$ cat src/rtl/rtm_pkg.sv
// Constants, field positions and mode codes of the tag encode/modulate block.
// Assumes a 25 MHz reference clock and an APB master with 32-bit data.
package rtm_pkg;

  // Register byte offsets.
  localparam logic [7:0] CFG_ADDR    = 8'h00;
  localparam logic [7:0] CTRL_ADDR   = 8'h04;
  localparam logic [7:0] STATUS_ADDR = 8'h08;
  localparam logic [7:0] DATA0_ADDR  = 8'h10;
  localparam logic [7:0] DATA3_ADDR  = 8'h1C;

  // Configuration word field positions.
  localparam int CFG_WIDTH    = 12;
  localparam int LEN_BIT      = 0;
  localparam int RATE_LO_BIT  = 1;
  localparam int RATE_D_BIT   = 4;
  localparam int ENC_LO_BIT   = 5;
  localparam int MOD_LO_BIT   = 7;
  localparam int PSKDIV_BIT   = 9;
  localparam int ZERO_BIT     = 10;
  localparam int LOCK_BIT     = 11;
  localparam logic [11:0] CFG_RESET = 12'h000;

  // Control register command bit and status fields.
  localparam int CTRL_LOCK_BIT   = 0;
  localparam int STAT_LOCK_BIT   = 0;
  localparam int STAT_RUN_BIT    = 1;
  localparam int STAT_SENSOR_BIT = 2;
  localparam int STAT_CNT_LO     = 8;

  // Memory geometry.
  localparam int MEM_BITS   = 128;
  localparam int SHORT_BITS = 96;
  localparam int FIFO_DEPTH = 16;

  // FSK subcarrier divisors of the carrier for a one and a zero.
  localparam logic [7:0] FSK_ONE_DIV  = 8'h0A;
  localparam logic [7:0] FSK_ZERO_DIV = 8'h08;

  typedef enum logic [1:0] {
    ENC_DIRECT, ENC_DIFF_BIPHASE, ENC_MANCHESTER, ENC_MANCH_VARIANT
  } rtm_enc_t;

  typedef enum logic [1:0] {
    MOD_DIRECT, MOD_FSK, MOD_PSK_CHANGE, MOD_PSK_ONE
  } rtm_mod_t;

  // Carrier cycles per data bit for each rate-select code.
  function automatic logic [7:0] rateDivisor(input logic [2:0] sel);
    case (sel)
      3'h0: rateDivisor = 8'h08;
      3'h1: rateDivisor = 8'h10;
      3'h2: rateDivisor = 8'h20;
      3'h3: rateDivisor = 8'h28;
      3'h4: rateDivisor = 8'h32;
      3'h5: rateDivisor = 8'h40;
      3'h6: rateDivisor = 8'h64;
      default: rateDivisor = 8'h80;
    endcase
  endfunction

endpackage

$ cat src/rtl/rtm_fifo_if.sv
// Bit FIFO handshake between the stream reader and the encoder.
// Assumes both sides run on the reference clock.
`timescale 1ns/10ps
`default_nettype none
interface rtm_fifo_if;
  logic wrValid;
  logic wrReady;
  logic wrData;
  logic rdValid;
  logic rdReady;
  logic rdData;
  modport store (input wrValid, output wrReady, input wrData,
                 output rdValid, input rdReady, output rdData);
  modport user  (output wrValid, input wrReady, output wrData,
                 input rdValid, output rdReady, input rdData);
endinterface
`default_nettype wire

$ cat src/rtl/rtm_fifo.sv
// Synchronous FIFO with valid/ready on both sides.
// Assumes one clock and an asynchronous active-low reset.
`timescale 1ns/10ps
`default_nettype none
module rtm_fifo #(
  parameter int WIDTH = 1,
  parameter int DEPTH = 16
) (
  input  wire logic ref_clk,
  input  wire logic reset_n,
  rtm_fifo_if.store bus
);
  localparam int AW = $clog2(DEPTH);

  logic [WIDTH-1:0] memQ [DEPTH];
  logic [AW-1:0]    wrPtr_q;
  logic [AW-1:0]    rdPtr_q;
  logic [AW:0]      count_q;
  logic             doWrite;
  logic             doRead;

  assign bus.wrReady = (count_q != (AW+1)'(DEPTH));
  assign bus.rdValid = (count_q != '0);
  assign bus.rdData  = memQ[rdPtr_q];
  assign doWrite     = bus.wrValid & bus.wrReady;
  assign doRead      = bus.rdValid & bus.rdReady;

  always_ff @(posedge ref_clk) begin
    if (doWrite) begin
      memQ[wrPtr_q] <= bus.wrData;
    end
  end

  always_ff @(posedge ref_clk or negedge reset_n) begin
    if (!reset_n) begin
      wrPtr_q <= '0;
      rdPtr_q <= '0;
      count_q <= '0;
    end else begin
      if (doWrite) begin
        wrPtr_q <= wrPtr_q + 1'b1;
      end
      if (doRead) begin
        rdPtr_q <= rdPtr_q + 1'b1;
      end
      if (doWrite && !doRead) begin
        count_q <= count_q + 1'b1;
      end else if (doRead && !doWrite) begin
        count_q <= count_q - 1'b1;
      end
    end
  end
endmodule // rtm_fifo
`default_nettype wire

$ cat src/rtl/rtm_tag_top.sv
// Passive tag stream engine: config, OTP array, encoder and modulator.
// Assumes the carrier, sensor and supply-good pins are asynchronous.
`timescale 1ns/10ps
`default_nettype none
module rtm_tag_top (
  input  wire logic        ref_clk,
  input  wire logic        reset_n,
  input  wire logic        psel,
  input  wire logic        penable,
  input  wire logic        pwrite,
  input  wire logic [7:0]  paddr,
  input  wire logic [31:0] pwdata,
  output var  logic [31:0] prdata,
  output var  logic        pready,
  output var  logic        pslverr,
  input  wire logic        carrierClock,
  input  wire logic        sensorIn,
  input  wire logic        supplyGood,
  output var  logic        coilModulate,
  output var  logic        dataRateClock
);

  ////////////////////////////////////////////////////////////////////////////
  // Pin synchronisers.

  logic [1:0] carrierSync_q;
  logic       carrierDly_q;
  logic [1:0] sensorSync_q;
  logic [1:0] supplySync_q;
  logic       carrierTick;
  logic       run;

  always_ff @(posedge ref_clk or negedge reset_n) begin
    if (!reset_n) begin
      carrierSync_q <= 2'h0;
      carrierDly_q  <= 1'b0;
      sensorSync_q  <= 2'h0;
      supplySync_q  <= 2'h0;
    end else begin
      carrierSync_q <= {carrierSync_q[0], carrierClock};
      carrierDly_q  <= carrierSync_q[1];
      sensorSync_q  <= {sensorSync_q[0], sensorIn};
      supplySync_q  <= {supplySync_q[0], supplyGood};
    end
  end

  assign carrierTick = carrierSync_q[1] & ~carrierDly_q;
  assign run         = supplySync_q[1];

  ////////////////////////////////////////////////////////////////////////////
  // APB slave and register file.

  logic [11:0]  cfg_q;
  logic [127:0] array_q;
  logic         lock_q;
  logic [6:0]   bitIdx_q;
  logic         access;
  logic         doWrite;
  logic         addrOk;
  logic         refused;
  logic [31:0]  readValue;
  logic [1:0]   wordSel;

  assign access  = psel & penable;
  assign doWrite = access & pready & pwrite;
  assign wordSel = paddr[3:2];

  // True for an aligned word address inside the array window.
  function automatic logic isDataAddr(input logic [7:0] addr);
    isDataAddr = (addr >= rtm_pkg::DATA0_ADDR) &&
                 (addr <= rtm_pkg::DATA3_ADDR) && (addr[1:0] == 2'h0);
  endfunction

  always_comb begin
    addrOk    = 1'b1;
    readValue = 32'h0000_0000;
    if (paddr == rtm_pkg::CFG_ADDR) begin
      readValue[11:0] = cfg_q;
      readValue[rtm_pkg::LOCK_BIT] = lock_q;
    end else if (paddr == rtm_pkg::CTRL_ADDR) begin
      readValue = 32'h0000_0000;
    end else if (paddr == rtm_pkg::STATUS_ADDR) begin
      readValue[rtm_pkg::STAT_LOCK_BIT]   = lock_q;
      readValue[rtm_pkg::STAT_RUN_BIT]    = run;
      readValue[rtm_pkg::STAT_SENSOR_BIT] = sensorSync_q[1];
      readValue[rtm_pkg::STAT_CNT_LO +: 7] = bitIdx_q;
    end else if (isDataAddr(paddr)) begin
      readValue = array_q[wordSel*32 +: 32];
    end else begin
      addrOk = 1'b0;
    end
  end

  // Writes to the configuration or array after locking are refused.
  assign refused = pwrite & lock_q & (paddr != rtm_pkg::STATUS_ADDR);

  always_ff @(posedge ref_clk or negedge reset_n) begin
    if (!reset_n) begin
      pready <= 1'b0;
    end else begin
      pready <= access & ~pready;
    end
  end

  always_ff @(posedge ref_clk or negedge reset_n) begin
    if (!reset_n) begin
      pslverr <= 1'b0;
    end else begin
      pslverr <= access & ~pready & (~addrOk | refused);
    end
  end

  always_ff @(posedge ref_clk or negedge reset_n) begin
    if (!reset_n) begin
      prdata <= 32'h0000_0000;
    end else if (access && !pready && !pwrite) begin
      prdata <= readValue;
    end
  end

  always_ff @(posedge ref_clk or negedge reset_n) begin
    if (!reset_n) begin
      cfg_q <= rtm_pkg::CFG_RESET;
    end else if (doWrite && !lock_q && paddr == rtm_pkg::CFG_ADDR) begin
      cfg_q <= pwdata[11:0];
      cfg_q[rtm_pkg::ZERO_BIT] <= 1'b0;
      cfg_q[rtm_pkg::LOCK_BIT] <= 1'b0;
    end
  end

  always_ff @(posedge ref_clk or negedge reset_n) begin
    if (!reset_n) begin
      array_q <= '0;
    end else if (doWrite && !lock_q && isDataAddr(paddr)) begin
      array_q[wordSel*32 +: 32] <= pwdata;
    end
  end

  // Once set, only reset_n clears the lock; supplyGood low leaves it set.
  always_ff @(posedge ref_clk or negedge reset_n) begin
    if (!reset_n) begin
      lock_q <= 1'b0;
    end else if (doWrite && paddr == rtm_pkg::CTRL_ADDR &&
                 pwdata[rtm_pkg::CTRL_LOCK_BIT]) begin
      lock_q <= 1'b1;
    end
  end

  ////////////////////////////////////////////////////////////////////////////
  // Configuration fields.

  logic       longStream;
  logic [2:0] rateSel;
  logic       pskDiv4;
  logic [7:0] bitPeriod;
  logic [7:0] halfPeriod;
  logic [6:0] lastIdx;
  rtm_pkg::rtm_enc_t encMode;
  rtm_pkg::rtm_mod_t modMode;

  assign longStream = cfg_q[rtm_pkg::LEN_BIT];
  assign rateSel    = cfg_q[rtm_pkg::RATE_LO_BIT +: 3];
  assign encMode    = rtm_pkg::rtm_enc_t'(cfg_q[rtm_pkg::ENC_LO_BIT +: 2]);
  assign modMode    = rtm_pkg::rtm_mod_t'(cfg_q[rtm_pkg::MOD_LO_BIT +: 2]);
  assign pskDiv4    = cfg_q[rtm_pkg::PSKDIV_BIT];
  assign bitPeriod  = rtm_pkg::rateDivisor(rateSel);
  assign halfPeriod = {1'b0, bitPeriod[7:1]};
  assign lastIdx    = longStream ? 7'(rtm_pkg::MEM_BITS - 1)
                                 : 7'(rtm_pkg::SHORT_BITS - 1);

  ////////////////////////////////////////////////////////////////////////////
  // Array reader into the bit FIFO.

  rtm_fifo_if fifoBus ();

  rtm_fifo #(
    .WIDTH (1),
    .DEPTH (rtm_pkg::FIFO_DEPTH)
  ) u_fifo (
    .ref_clk (ref_clk),
    .reset_n (reset_n),
    .bus     (fifoBus.store)
  );

  assign fifoBus.wrValid = run;
  assign fifoBus.wrData  = array_q[bitIdx_q];

  always_ff @(posedge ref_clk or negedge reset_n) begin
    if (!reset_n) begin
      bitIdx_q <= 7'h00;
    end else if (!run) begin
      bitIdx_q <= 7'h00;
    end else if (fifoBus.wrReady) begin
      if (bitIdx_q == lastIdx) begin
        bitIdx_q <= 7'h00;
      end else begin
        bitIdx_q <= bitIdx_q + 7'h01;
      end
    end
  end

  ////////////////////////////////////////////////////////////////////////////
  // Data rate timing from the carrier.

  logic [7:0] rateCnt_q;
  logic       bitStart;
  logic       bitMid;
  logic       rateStep;

  // The bit timing waits at a bit start until the FIFO holds a bit, so the
  // encoder never loads the stale output of an empty FIFO.
  assign bitStart = run & carrierTick & (rateCnt_q == 8'h00) &
                    fifoBus.rdValid;
  assign bitMid   = run & carrierTick & (rateCnt_q == halfPeriod);
  assign rateStep = run & carrierTick &
                    ((rateCnt_q != 8'h00) | fifoBus.rdValid);
  assign fifoBus.rdReady = bitStart;

  always_ff @(posedge ref_clk or negedge reset_n) begin
    if (!reset_n) begin
      rateCnt_q <= 8'h00;
    end else if (!run) begin
      rateCnt_q <= 8'h00;
    end else if (rateStep) begin
      if (rateCnt_q >= bitPeriod - 8'h01) begin
        rateCnt_q <= 8'h00;
      end else begin
        rateCnt_q <= rateCnt_q + 8'h01;
      end
    end
  end

  always_ff @(posedge ref_clk or negedge reset_n) begin
    if (!reset_n) begin
      dataRateClock <= 1'b0;
    end else if (!run) begin
      dataRateClock <= 1'b0;
    end else if (rateStep) begin
      dataRateClock <= (rateCnt_q < halfPeriod);
    end
  end

  ////////////////////////////////////////////////////////////////////////////
  // Encoder.

  logic curBit_q;
  logic encLevel_q;
  logic txLevel;

  always_ff @(posedge ref_clk or negedge reset_n) begin
    if (!reset_n) begin
      curBit_q   <= 1'b0;
      encLevel_q <= 1'b0;
    end else if (!run) begin
      curBit_q   <= 1'b0;
      encLevel_q <= 1'b0;
    end else if (bitStart) begin
      curBit_q <= fifoBus.rdData;
      case (encMode)
        rtm_pkg::ENC_DIRECT:       encLevel_q <= fifoBus.rdData;
        rtm_pkg::ENC_DIFF_BIPHASE: encLevel_q <= ~encLevel_q;
        rtm_pkg::ENC_MANCHESTER:   encLevel_q <= fifoBus.rdData;
        default:                   encLevel_q <= ~fifoBus.rdData;
      endcase
    end else if (bitMid) begin
      case (encMode)
        rtm_pkg::ENC_DIRECT:       encLevel_q <= curBit_q;
        rtm_pkg::ENC_DIFF_BIPHASE: encLevel_q <= encLevel_q ^ ~curBit_q;
        rtm_pkg::ENC_MANCHESTER:   encLevel_q <= ~curBit_q;
        default:                   encLevel_q <= curBit_q;
      endcase
    end
  end

  // Sensor low inverts the encoded stream ahead of the modulator.
  assign txLevel = encLevel_q ^ ~sensorSync_q[1];

  ////////////////////////////////////////////////////////////////////////////
  // Modulator.

  logic [7:0] fskCnt_q;
  logic       fskLevel_q;
  logic [1:0] pskCnt_q;
  logic       pskPhase_q;
  logic       prevTx_q;
  logic       edgeSeen_q;
  logic [7:0] fskDiv;
  logic       pskSub;
  logic       modNext;

  assign fskDiv = txLevel ? rtm_pkg::FSK_ONE_DIV : rtm_pkg::FSK_ZERO_DIV;
  assign pskSub = pskDiv4 ? pskCnt_q[1] : pskCnt_q[0];

  always_ff @(posedge ref_clk or negedge reset_n) begin
    if (!reset_n) begin
      fskCnt_q   <= 8'h00;
      fskLevel_q <= 1'b0;
      pskCnt_q   <= 2'h0;
    end else if (!run) begin
      fskCnt_q   <= 8'h00;
      fskLevel_q <= 1'b0;
      pskCnt_q   <= 2'h0;
    end else if (carrierTick) begin
      pskCnt_q <= pskCnt_q + 2'h1;
      if (fskCnt_q >= {1'b0, fskDiv[7:1]} - 8'h01) begin
        fskCnt_q   <= 8'h00;
        fskLevel_q <= ~fskLevel_q;
      end else begin
        fskCnt_q <= fskCnt_q + 8'h01;
      end
    end
  end

  always_ff @(posedge ref_clk or negedge reset_n) begin
    if (!reset_n) begin
      pskPhase_q <= 1'b0;
      prevTx_q   <= 1'b0;
      edgeSeen_q <= 1'b0;
    end else if (!run) begin
      pskPhase_q <= 1'b0;
      prevTx_q   <= 1'b0;
      edgeSeen_q <= 1'b0;
    end else begin
      prevTx_q   <= txLevel;
      edgeSeen_q <= bitStart;
      if (modMode == rtm_pkg::MOD_PSK_CHANGE && txLevel != prevTx_q) begin
        pskPhase_q <= ~pskPhase_q;
      end else if (modMode == rtm_pkg::MOD_PSK_ONE && edgeSeen_q &&
                   txLevel) begin
        pskPhase_q <= ~pskPhase_q;
      end
    end
  end

  always_comb begin
    case (modMode)
      rtm_pkg::MOD_DIRECT: modNext = txLevel;
      rtm_pkg::MOD_FSK:    modNext = fskLevel_q;
      default:             modNext = pskSub ^ pskPhase_q;
    endcase
  end

  always_ff @(posedge ref_clk or negedge reset_n) begin
    if (!reset_n) begin
      coilModulate <= 1'b0;
    end else begin
      coilModulate <= run & modNext;
    end
  end

endmodule // rtm_tag_top
`default_nettype wire

$ cat config.mk
export PLATFORM = sky130hd
export DESIGN_NAME = rtm_tag_top
export DESIGN_NICKNAME = d
export VERILOG_FILES = /design/src/rtl/rtm_pkg.sv /design/src/rtl/rtm_fifo_if.sv /design/src/rtl/rtm_fifo.sv /design/src/rtl/rtm_tag_top.sv
export SDC_FILE = /design/constraint.sdc
export NUM_CORES = 1
export LEC_CHECK = 0
export ABC_AREA = 1
export BUFFER_PORTS_ARGS = -buffer_cell sky130_fd_sc_hd__buf_4
export CORE_MARGIN = 3
export CORE_UTILIZATION = 62
export CTS_BUF_LIST = sky130_fd_sc_hd__clkbuf_8 sky130_fd_sc_hd__clkbuf_16
export CTS_CLUSTER_DIAMETER = 120
export CTS_CLUSTER_SIZE = 16
export DETAILED_ROUTE_END_ITERATION = 10
export PLACE_DENSITY = 0.81
export SLEW_MARGIN = 20
export SYNTH_ARGS = -nofsm -noshare
export SYNTH_HDL_FRONTEND = slang
export SYNTH_SLANG_ARGS = --single-unit
$ cat constraint.sdc
create_clock -name ref_clk -period 3.33 [get_ports ref_clk]
set_input_delay 0.4995 -clock ref_clk [delete_from_list [all_inputs] [get_ports ref_clk]]
set_output_delay 0.4995 -clock ref_clk [all_outputs]
set_load 0.02 [all_outputs]
==> impl_metrics.json, run 1 <==
{
  "run_status": "completed",
  "max_cap_violations": 0,
  "place_hpwl_um": 25320,
  "synth_edf_count": 16,
  "clockBufferDepth": 3,
  "yosys-top-cells-count": "314 x nand2_1, 254 x o21ai_0, 237 x inv_1",
  "tightest_slew_ns": 0.8777,
  "routedWlPerCell_um": 18.29,
  "h-tree-depth": 1,
  "p_sw_share_pct": 34.36,
  "final_max_slew_viol_count": 0,
  "crit_slowest_cell": "dfrtp_1",
  "core_um2": 21150,
  "drt-total-wl_um": 37600,
  "io_pins": 84,
  "insertion_delay_ns": 0.52,
  "area_delta_synth_final_pct": 9.918,
  "crit_buf_inv": 3,
  "grt_usage_pct": 32.05,
  "dr_total_vias": 12540,
  "syn_area_per_cell_um2": 7.666,
  "die_x_um": 153.1,
  "dr.first_iter.drc_count": 1277,
  "clkSinkCount": 242,
  "slowest_delay_ns": 0.43,
  "dieArea_um2": 23450,
  "first_pass_iters": 6,
  "arrival_ns": 3.40,
  "path_cells": "inv_1 > ha_1 > nand4_1 > nor4_1 > nand3_1 > ha_1 > inv_1 > ha_1 > a21o_1 > a21oi_1 > inv_1 > o21ai_0 > a21oi_1 > a21oi_1",
  "powerDensity_nw_per_um2": 495.3,
  "fmax_mhz": 337.4,
  "topRoutingLayerUsed": "met4",
  "gp_congestion": 0.9120,
  "required_ns": 3.77,
  "root_buffer": "clkbuf_16",
  "seqPwrFrac_pct": 46.2,
  "drive_gt1_share_pct": 8.478,
  "grt_pass1_wl_um": 62140,
  "initial_core_util_pct": 63.45,
  "met1_length_um": 15830,
  "synth_seq_area_share_pct": 45.71,
  "p_leak_nw": 7.118,
  "crit_fanout": 7,
  "ctsHoldBuffers": 0,
  "cp-start-kind": "flip-flop",
  "clkTransAtPathRegs_ns": 0.07,
  "antenna_cells": 0,
  "fp.dieH_um": 153.1,
  "ys_async_sr_fraction_pct": 93.39,
  "postCtsSetupBuffers": 0,
  "cts_resized": 0,
  "synth_area_um2": 13420,
  "worstHoldPathType": "primary input to async pin",
  "avgViaCountPerCell": 6.101,
  "nets": 1867,
  "yosysTopAreaCell": "dfrtp_1",
  "synthCells": 1751,
  "cts_tree": "built",
  "clockPowerShare_pct": 28.9,
  "placement.io_buffers": 83,
  "setup_slack_ns": 0.3662,
  "yosysUniqueCellTypes": 41,
  "grt-ovfl-total": 0,
  "setup-tns-final_ns": 0,
  "wl_met2_um": 17100,
  "period_minus_slack_ns": 2.964,
  "rows": 53,
  "grt_pass1_vias": 11990,
  "power_switching_mw": 2.511,
  "synth_area_leaders": "dfrtp_1 42%, o21ai_0 9.5%, nand2_1 8.8%",
  "grt_max_degree": 98,
  "yosysMostFrequentCell": "nand2_1",
  "crit_type": "flip-flop to flip-flop",
  "cts_inserted_buffers": 19,
  "synth.top_cell.area_share_pct": 42.13,
  "wl_met3_um": 3754,
  "finClkSkew_ns": 0.02632,
  "synth_fp_nets": 1840,
  "synth_flop_cell": "dfrtp_1",
  "cp_top_family": "adder cells",
  "drc": 0,
  "p_int_mw": 4.796,
  "hold_violations": 0,
  "worst_setup_path_end_kind": "flip-flop",
  "place_ws_ns": 0.4401,
  "period_share_pct": 89.00,
  "yosys_warnings": 0,
  "ant_nets": 0,
  "antenna_found_initial": 0,
  "ys_ff_latch": 242,
  "irDropWorstVdd_mv": 0.3307,
  "comb_power_share_pct": 24.9,
  "relSlewSlack_pct": 41.35,
  "rsz0062_at_grt": "no",
  "finalSetupViolations": 0
}
==> registers in the layout (all words and copies together), names as in the netlist, 2 cells and up <==
register	cells
u_fifo.memQ	16
sensorSync_q	2
supplySync_q	2
u_fifo.rdPtr_q	4
rateCnt_q	8
prdata	32
fskCnt_q	8
u_fifo.wrPtr_q	4
array_q	128
carrierSync_q	2
u_fifo.count_q	5
pskCnt_q	2
bitIdx_q	7
cfg_q	10
==> path summary, 6_finish.rpt <==
check	start	end	slack (ns)	cells past startpoint
max	rateCnt_q[0]	u_fifo.count_q[3]	0.37	14
min	reset_n	u_fifo.count_q[2]	0.03	1
max reg2reg	rateCnt_q[0]	u_fifo.count_q[3]	0.37	14
min reg2reg	supplySync_q[0]	supplySync_q[1]	0.35	0
max in group asynchronous	reset_n	array_q[66]	2.39	2
min in group ref_clk	carrierClock	carrierSync_q[0]	0.09	1
==> per-stage QoR <==
stage | power [mW] | cell area, um2 | util (%) | hold slack (ns) | instances
floorplan | 4.587 | 13420 | - | 0.2039 | 1751
global placement | 5.151 | 14240 | 67.33 | 0.3333 | 2032
detailed placement | 5.213 | 14240 | 67.33 | 0.3379 | 2032
CTS | 7.291 | 14750 | 69.75 | 0.06689 | 2056
global route | 7.663 | 14750 | 69.75 | 0.07880 | 2056
finish | 7.307 | 14750 | 69.75 | 0.03107 | 2056
==> cell type report <==
cell class | instances | area [um2]
clock buffer | 19 | 475.5
clock inverter | 5 | 36.28
fill | 1733 | 6400
inverter | 241 | 904.6
multi-input combinational | 1157 | 5933
sequential | 242 | 6137
tap | 275 | 344.1
timing repair buffer | 117 | 923.4
==> logic make-up (layout without fill, tap and decap cells) <==
logic type                 Yosys count  count (layout)  share of synthesized area [%]
AOI/OAI and AO/OA                  423             423                          16.77
xor gates and xnor gates            18              18                          1.174
adders and majority gates           41              41                          3.878
buffers and inverters              352             382                          10.22
DFF                                242             242                          45.71
other                                1               1                        0.02794
and+or+nand+nor                    674             674                          22.22
==> layer usage <==
metal,vias to the layer above,track usage [%]
met5,-,0
met4,0,8.570
met3,70,6.257
met2,641,50.08
met1,5983,46.33
li1,5850,-
==> power groups by stage <==
stage | Combinational (mW) | Clock, mW | Sequential [mW]
2_1_floorplan | 1.22 | 0 | 3.37
3_3_place_gp | 1.73 | 0 | 3.42
3_5_place_dp | 1.78 | 0 | 3.43
4_1_cts | 1.79 | 2.12 | 3.38
5_1_grt | 2.02 | 2.22 | 3.42
6_report | 1.82 | 2.11 | 3.38
==> layout by cell type, fill, tap and decap left out, types with 3 or more instances in the layout <==
cell / Yosys / routed
a211oi_1: 6 / 6
a21oi_1: 107 / 107
a31oi_1: 5 / 5
buf_12: 0 / 3
buf_4: 6 / 113
clkbuf_16: 0 / 19
clkinv_1: 3 / 3
dfrtp_1: 226 / 225
edfxtp_1: 16 / 16
ha_1: 40 / 40
inv_1: 237 / 240
nand2_1: 314 / 314
nand3_1: 169 / 169
nand4_1: 75 / 75
nor2_1: 98 / 97
nor2_4: 2 / 4
nor3_1: 9 / 8
o211ai_1: 23 / 23
o21ai_0: 254 / 254
o21ai_1: 4 / 4
o22ai_1: 9 / 9
o31ai_1: 5 / 5
xnor2_1: 6 / 6
xor2_1: 12 / 12
No activity file was read; power rests on OpenSTA's default activity.
==> inputs of run 2 (changes only) <==
--- a/config.mk
+++ b/config.mk
@@ -13,6 +13,7 @@
 export CTS_CLUSTER_DIAMETER = 120
 export CTS_CLUSTER_SIZE = 16
 export DETAILED_ROUTE_END_ITERATION = 10
+export MAX_ROUTING_LAYER = met4
 export PLACE_DENSITY = 0.81
 export SLEW_MARGIN = 20
 export SYNTH_ARGS = -nofsm -noshare
==> run 2 against run 1 <==
  * Utilization is 0.25 points higher
  * Non-clock buffer count is 2 higher
  * Via count is 0.68% higher
  * Global-route usage is 1.4 points higher
  * Worst hold slack better by 0.023 ns
  * Critical endpoint unchanged
==> impl_metrics.json, run 2 (synthesis gave the netlist of run 1 again) <==
{
  "run_status": "completed",
  "fp.dieH_um": 153.1,
  "grt_usage_pct": 33.44,
  "place_hpwl_um": 26100,
  "dieArea_um2": 23450,
  "powerDensity_nw_per_um2": 493.5,
  "initial_core_util_pct": 63.45,
  "reg_top3": "array_q: 128 flops, prdata: 32 flops, u_fifo.memQ: 16 flops",
  "clkSinkCount": 242,
  "period_share_pct": 87.01,
  "hold_violations": 0,
  "ctsHoldBuffers": 0,
  "cts_resized": 0,
  "drt-total-wl_um": 38380,
  "p_leak_nw": 7.141,
  "routedWlPerCell_um": 18.65,
  "final_cell_mix": "314 x nand2_1, 254 x o21ai_0, 240 x inv_1",
  "worst_setup_path_end_kind": "flip-flop",
  "max_cap_violations": 0,
  "fmax_mhz": 345.1,
  "worstHoldPathType": "primary input to async pin",
  "p_int_mw": 4.807,
  "arrival_ns": 3.33,
  "tightest_slew_ns": 0.9679,
  "placement.io_buffers": 83,
  "period_minus_slack_ns": 2.898,
  "gp_congestion": 0.9215,
  "area_delta_synth_final_pct": 10.31,
  "grt_max_degree": 127,
  "postCtsSetupBuffers": 0,
  "cts_tree": "built",
  "antenna_cells": 0,
  "finClkSkew_ns": 0.01441,
  "drive_gt1_share_pct": 8.581,
  "setup-tns-final_ns": 0,
  "core_um2": 21150,
  "rows": 53,
  "nets": 1869,
  "crit_type": "flip-flop to flip-flop",
  "ant_nets": 0,
  "irDropWorstVdd_mv": 0.3453,
  "clockBufferDepth": 3,
  "grt_pass1_wl_um": 62750,
  "clkTransAtPathRegs_ns": 0.07,
  "h-tree-depth": 1,
  "insertion_delay_ns": 0.51,
  "avgViaCountPerCell": 6.137,
  "power_switching_mw": 2.500,
  "finalSetupViolations": 0,
  "seqPwrFrac_pct": 46.2,
  "cts_inserted_buffers": 19,
  "top_register": "array_q",
  "antenna_found_initial": 0,
  "final_max_slew_viol_count": 0,
  "drc": 0,
  "fill_cells": 1737,
  "comb_power_share_pct": 25.1,
  "fin_area_um2": 14810,
  "dr_total_vias": 12630,
  "final_common_cell": "nand2_1",
  "largest_reg_flops": 128,
  "relSlewSlack_pct": 35.32,
  "crit_fanout": 7,
  "power_mw": 7.306,
  "first_pass_iters": 6,
  "root_buffer": "clkbuf_16",
  "rsz0062_at_grt": "no",
  "required_ns": 3.76,
  "clockPowerShare_pct": 28.7,
  "grt-ovfl-total": 0,
  "place_area_um2": 14300,
  "io_pins": 84,
  "p_sw_share_pct": 34.21,
  "dr.first_iter.drc_count": 1486,
  "grt_pass1_vias": 12080,
  "die_x_um": 153.1,
  "cp-start-kind": "flip-flop"
}
==> run 2: cell types whose count changed in the layout (fill, tap and decap cells not counted), sizes merged <==
cell  before  now
buf      117  119
==> run 2: final timing paths <==
kind,from,to,slack [ns],cells after the start
worst max-delay path,rateCnt_q[1],u_fifo.count_q[3],0.43,14
worst min-delay path,reset_n,u_fifo.wrPtr_q[3],0.05,1
worst max register to register,rateCnt_q[1],u_fifo.count_q[3],0.43,14
worst min register to register,carrierSync_q[0],carrierSync_q[1],0.35,0
max in group asynchronous,reset_n,bitIdx_q[2],2.38,2
min in group ref_clk,sensorIn,sensorSync_q[0],0.10,1
==> run 2: metal layers <==
layer	share of wire, %	global-route usage [%]	vias to the layer above
met5	0	-	-
met4	2.7	9.037	0
met3	9.3	4.473	78
met2	45	50.46	650
met1	43	48.24	6042
li1	-	-	5859
==> run 2: cell type report <==
cell class | instances | area (um2) | area share (%)
clock buffers | 19 | 475.5 | 3.211
clock inverters | 5 | 36.28 | 0.2451
inverters | 241 | 904.6 | 6.110
multi-input cells | 1157 | 5933 | 40.07
flip-flops and latches | 242 | 6137 | 41.45
well taps | 275 | 344.1 | 2.324
repair buffers | 119 | 975.9 | 6.591
==> run 2: worst max-delay path, stage by stage (launching register included) <==
cell and delay, ns:
dfrtp_1 0.42, inv_1 0.11, ha_1 0.15, nand4_1 0.09, nor4_1 0.28, nand3_1 0.33
ha_1 0.34, inv_1 0.15, ha_1 0.26, a21o_1 0.17, a21oi_1 0.13, inv_1 0.06
o21ai_0 0.15, a21oi_1 0.06, a21oi_1 0.11
==> run 2: per-stage QoR <==
| step | utilization [%] | instances | hold slack (ns) | worst slack (ns) |
|---|---|---|---|---|
| after floorplan | - | 1751 | 0.2039 | 0.6044 |
| after global placement | 67.58 | 2034 | 0.3321 | 0.5569 |
| after detailed placement | 67.58 | 2034 | 0.3403 | 0.4832 |
| after CTS | 69.99 | 2058 | 0.08715 | 0.4704 |
| after global routing | 69.99 | 2058 | 0.09020 | 0.1105 |
| final | 69.99 | 2058 | 0.05364 | 0.4325 |
==> run 2: power groups by stage <==
stage / combinational (mW) / clock, mW / sequential, mW
after floorplan: 1.22 / 0 / 3.37
after global placement: 1.75 / 0 / 3.42
after detailed placement: 1.80 / 0 / 3.43
after CTS: 1.81 / 2.12 / 3.38
after global routing: 2.04 / 2.23 / 3.41
final: 1.83 / 2.09 / 3.38
==> inputs of run 3 (changes only) <==
--- a/config.mk
+++ b/config.mk
@@ -8,13 +8,13 @@
 export ABC_AREA = 1
 export BUFFER_PORTS_ARGS = -buffer_cell sky130_fd_sc_hd__buf_4
 export CORE_MARGIN = 3
-export CORE_UTILIZATION = 62
+export CORE_UTILIZATION = 65
 export CTS_BUF_LIST = sky130_fd_sc_hd__clkbuf_8 sky130_fd_sc_hd__clkbuf_16
 export CTS_CLUSTER_DIAMETER = 120
 export CTS_CLUSTER_SIZE = 16
 export DETAILED_ROUTE_END_ITERATION = 10
 export MAX_ROUTING_LAYER = met4
-export PLACE_DENSITY = 0.81
+export PLACE_DENSITY = 0.85
 export SLEW_MARGIN = 20
 export SYNTH_ARGS = -nofsm -noshare
 export SYNTH_HDL_FRONTEND = slang
==> constraint.sdc (replaced) <==
create_clock -name ref_clk -period 3.5 [get_ports ref_clk]
set_input_delay 0.525 -clock ref_clk [delete_from_list [all_inputs] [get_ports ref_clk]]
set_output_delay 0.525 -clock ref_clk [all_outputs]
set_load 0.02 [all_outputs]
==> run 3 against run 2 <==
  * First-iteration DRC count shrank 5.5%
  * Clock power shrank 6%
  * Highest routed layer unchanged
  * Worst hold slack worse by 0.063 ns
  * Die area decreased by 4.4%
  * Sequential share of layout area increased by 0.18 points
  * Critical path type unchanged
  * Total power fell by 6.1%
  * The run now ends with negative hold slack left
  * Clock-buffer cell count unchanged
  * Critical endpoint is now u_fifo.count_q[4]
  * Largest cell class unchanged
  * Setup slack better by 0.20 ns
  * Sequential cell count unchanged
  * Combinational power down 7%
==> impl_metrics.json, run 3 (synthesis gave the netlist of run 1 again) <==
{
  "reg_top3": "array_q: 128 flops, prdata: 32 flops, u_fifo.memQ: 16 flops",
  "dr_total_vias": 12580,
  "insertion_delay_ns": 0.50,
  "first_pass_iters": 6,
  "cp_top_family": "simple AND/OR/NAND/NOR gates",
  "dieArea_um2": 22410,
  "crit_type": "flip-flop to flip-flop",
  "crit_buf_inv": 2,
  "grt_pass1_wl_um": 60320,
  "crit_slowest_cell": "dfrtp_1",
  "p_leak_nw": 7.113,
  "timing.rr.start": "rateCnt_q[0]",
  "arrival_ns": 3.25,
  "wl_met3_um": 3595,
  "relSlewSlack_pct": 40.42,
  "slowest_delay_ns": 0.43,
  "rr_worst_depth": 15,
  "finalSetupViolations": 0,
  "h-tree-depth": 1,
  "dr.first_iter.drc_count": 1405,
  "gp_congestion": 0.9259,
  "core_um2": 19850,
  "worstHoldPathType": "primary input to async pin",
  "die_x_um": 149.7,
  "cts_resized": 0,
  "final_cells": 2043,
  "rows": 51,
  "worst_setup_path_end_kind": "flip-flop",
  "fill_cells": 1561,
  "power_mw": 6.862,
  "drc": 0,
  "period_share_pct": 81.82,
  "setup-tns-final_ns": 0,
  "root_buffer": "clkbuf_16",
  "final_max_slew_viol_count": 0,
  "clockBufferDepth": 3,
  "area_delta_synth_final_pct": 9.834,
  "required_ns": 3.88,
  "setup_slack_ns": 0.6362,
  "hold_violations": 2,
  "placement.io_buffers": 83,
  "period_minus_slack_ns": 2.864,
  "powerDensity_nw_per_um2": 465.4,
  "violations": "negative hold slack",
  "grt_max_degree": 147,
  "final_cell_mix": "314 x nand2_1, 254 x o21ai_0, 240 x inv_1",
  "nets": 1865,
  "antenna_cells": 0,
  "initial_core_util_pct": 67.64,
  "dp_cells": 2020,
  "fin_hold_ws_ns": -0.009335,
  "rsz0062_at_grt": "no",
  "clkTransAtPathRegs_ns": 0.07,
  "grt-ovfl-total": 0,
  "run_status": "complete, but fails checks",
  "cts_tree": "built",
  "place_ws_ns": 0.7242,
  "max_cap_violations": 0,
  "top_register": "array_q",
  "r2r-end": "u_fifo.count_q[4]",
  "grt_pass1_vias": 12050,
  "place_hpwl_um": 24760,
  "cts_inserted_buffers": 19,
  "routedWlPerCell_um": 18.10,
  "p_sw_share_pct": 33.48,
  "fp.dieH_um": 149.7,
  "clockPowerShare_pct": 28.6,
  "final_common_cell": "nand2_1",
  "irDropWorstVdd_mv": 0.3706,
  "wl_met2_um": 17340,
  "comb_power_share_pct": 24.8,
  "clkSinkCount": 242,
  "ctsHoldBuffers": 0,
  "topRoutingLayerUsed": "met4",
  "met1_length_um": 15020,
  "grt_usage_pct": 34.24,
  "io_pins": 84,
  "tightest_slew_ns": 0.8927,
  "power_switching_mw": 2.297,
  "avgViaCountPerCell": 6.160,
  "fmax_mhz": 349.2,
  "antenna_found_initial": 0,
  "finClkSkew_ns": 0.01598,
  "ant_nets": 0,
  "path_cells": "inv_1 > ha_1 > nand4_1 > nor4_1 > nand3_1 > ha_1 > inv_1 > ha_1 > a21oi_1 > nor2_1 > nor2_1 > nand2_1 > nand2_1 > nor2_1 > xor2_1",
  "p_int_mw": 4.564,
  "largest_reg_flops": 128,
  "cp-start-kind": "flip-flop",
  "seqPwrFrac_pct": 46.6,
  "drive_gt1_share_pct": 8.324,
  "crit_fanout": 5,
  "postCtsSetupBuffers": 0,
  "drt-total-wl_um": 36970,
  "r2r_setup_slack_ns": 0.64
}
## run 3: cell types whose count changed in the layout (fill, tap and decap cells not counted), sizes merged
cell and delta:
buf -4, inv -1
## run 3: layer usage
metal,track usage [%],vias up
met2,54.32,683
met5,-,-
met1,46.07,5937
met3,5.179,112
li1,-,5852
met4,10.80,0
## run 3: layout make-up
| type | count | area [um2] | area share, % |
|---|---|---|---|
| Clock inverter | 4 | 27.53 | 0.1867 |
| Clock buffer | 19 | 475.5 | 3.225 |
| Timing Repair Buffer | 115 | 933.4 | 6.331 |
| Sequential cell | 242 | 6137 | 41.63 |
| Tap cell | 265 | 331.6 | 2.249 |
| Inverter | 241 | 904.6 | 6.136 |
| Multi-Input combinational cell | 1157 | 5933 | 40.24 |
## run 3: worst reg2reg max path, cell delays in order, from the launching register on
cell and delay [ns]:
dfrtp_1 0.43, inv_1 0.12, ha_1 0.16, nand4_1 0.10
nor4_1 0.40, nand3_1 0.22, ha_1 0.28, inv_1 0.15
ha_1 0.29, a21oi_1 0.14, nor2_1 0.05, nor2_1 0.12
nand2_1 0.07, nand2_1 0.06, nor2_1 0.04, xor2_1 0.13
## run 3: through the flow
stage / utilization [%] / instance area, um2 / hold slack (ns)
6_report: 74.29 / 14740 / -0.009335
3_5_place_dp: 71.75 / 14240 / 0.3387
4_1_cts: 74.29 / 14740 / 0.03108
2_1_floorplan: - / 13420 / 0.2294
3_3_place_gp: 71.75 / 14240 / 0.3328
5_1_grt: 74.29 / 14740 / 0.04108
## run 3: how the worst max path moves through the flow
stage | start | endpoint | slack (ns) | cells after the start
4_1_cts | rateCnt_q[0] | u_fifo.count_q[4] | 0.71 | 15
2_1_floorplan | paddr[2] | cfg_q[0] | 0.75 | 12
6_report | rateCnt_q[0] | u_fifo.count_q[4] | 0.64 | 15
3_3_place_gp | rateCnt_q[0] | u_fifo.count_q[4] | 0.79 | 15
3_5_place_dp | rateCnt_q[0] | u_fifo.count_q[4] | 0.72 | 15
5_1_grt | rateCnt_q[0] | u_fifo.count_q[4] | 0.28 | 15
## run 3: power groups by stage
stage | Clock (mW) | Sequential, mW | Combinational, mW
global placement | 0 | 3.24 | 1.60
CTS | 1.98 | 3.19 | 1.68
finish | 1.96 | 3.20 | 1.70
global route | 2.08 | 3.22 | 1.90
floorplan | 0 | 3.21 | 1.16
detailed placement | 0 | 3.25 | 1.67
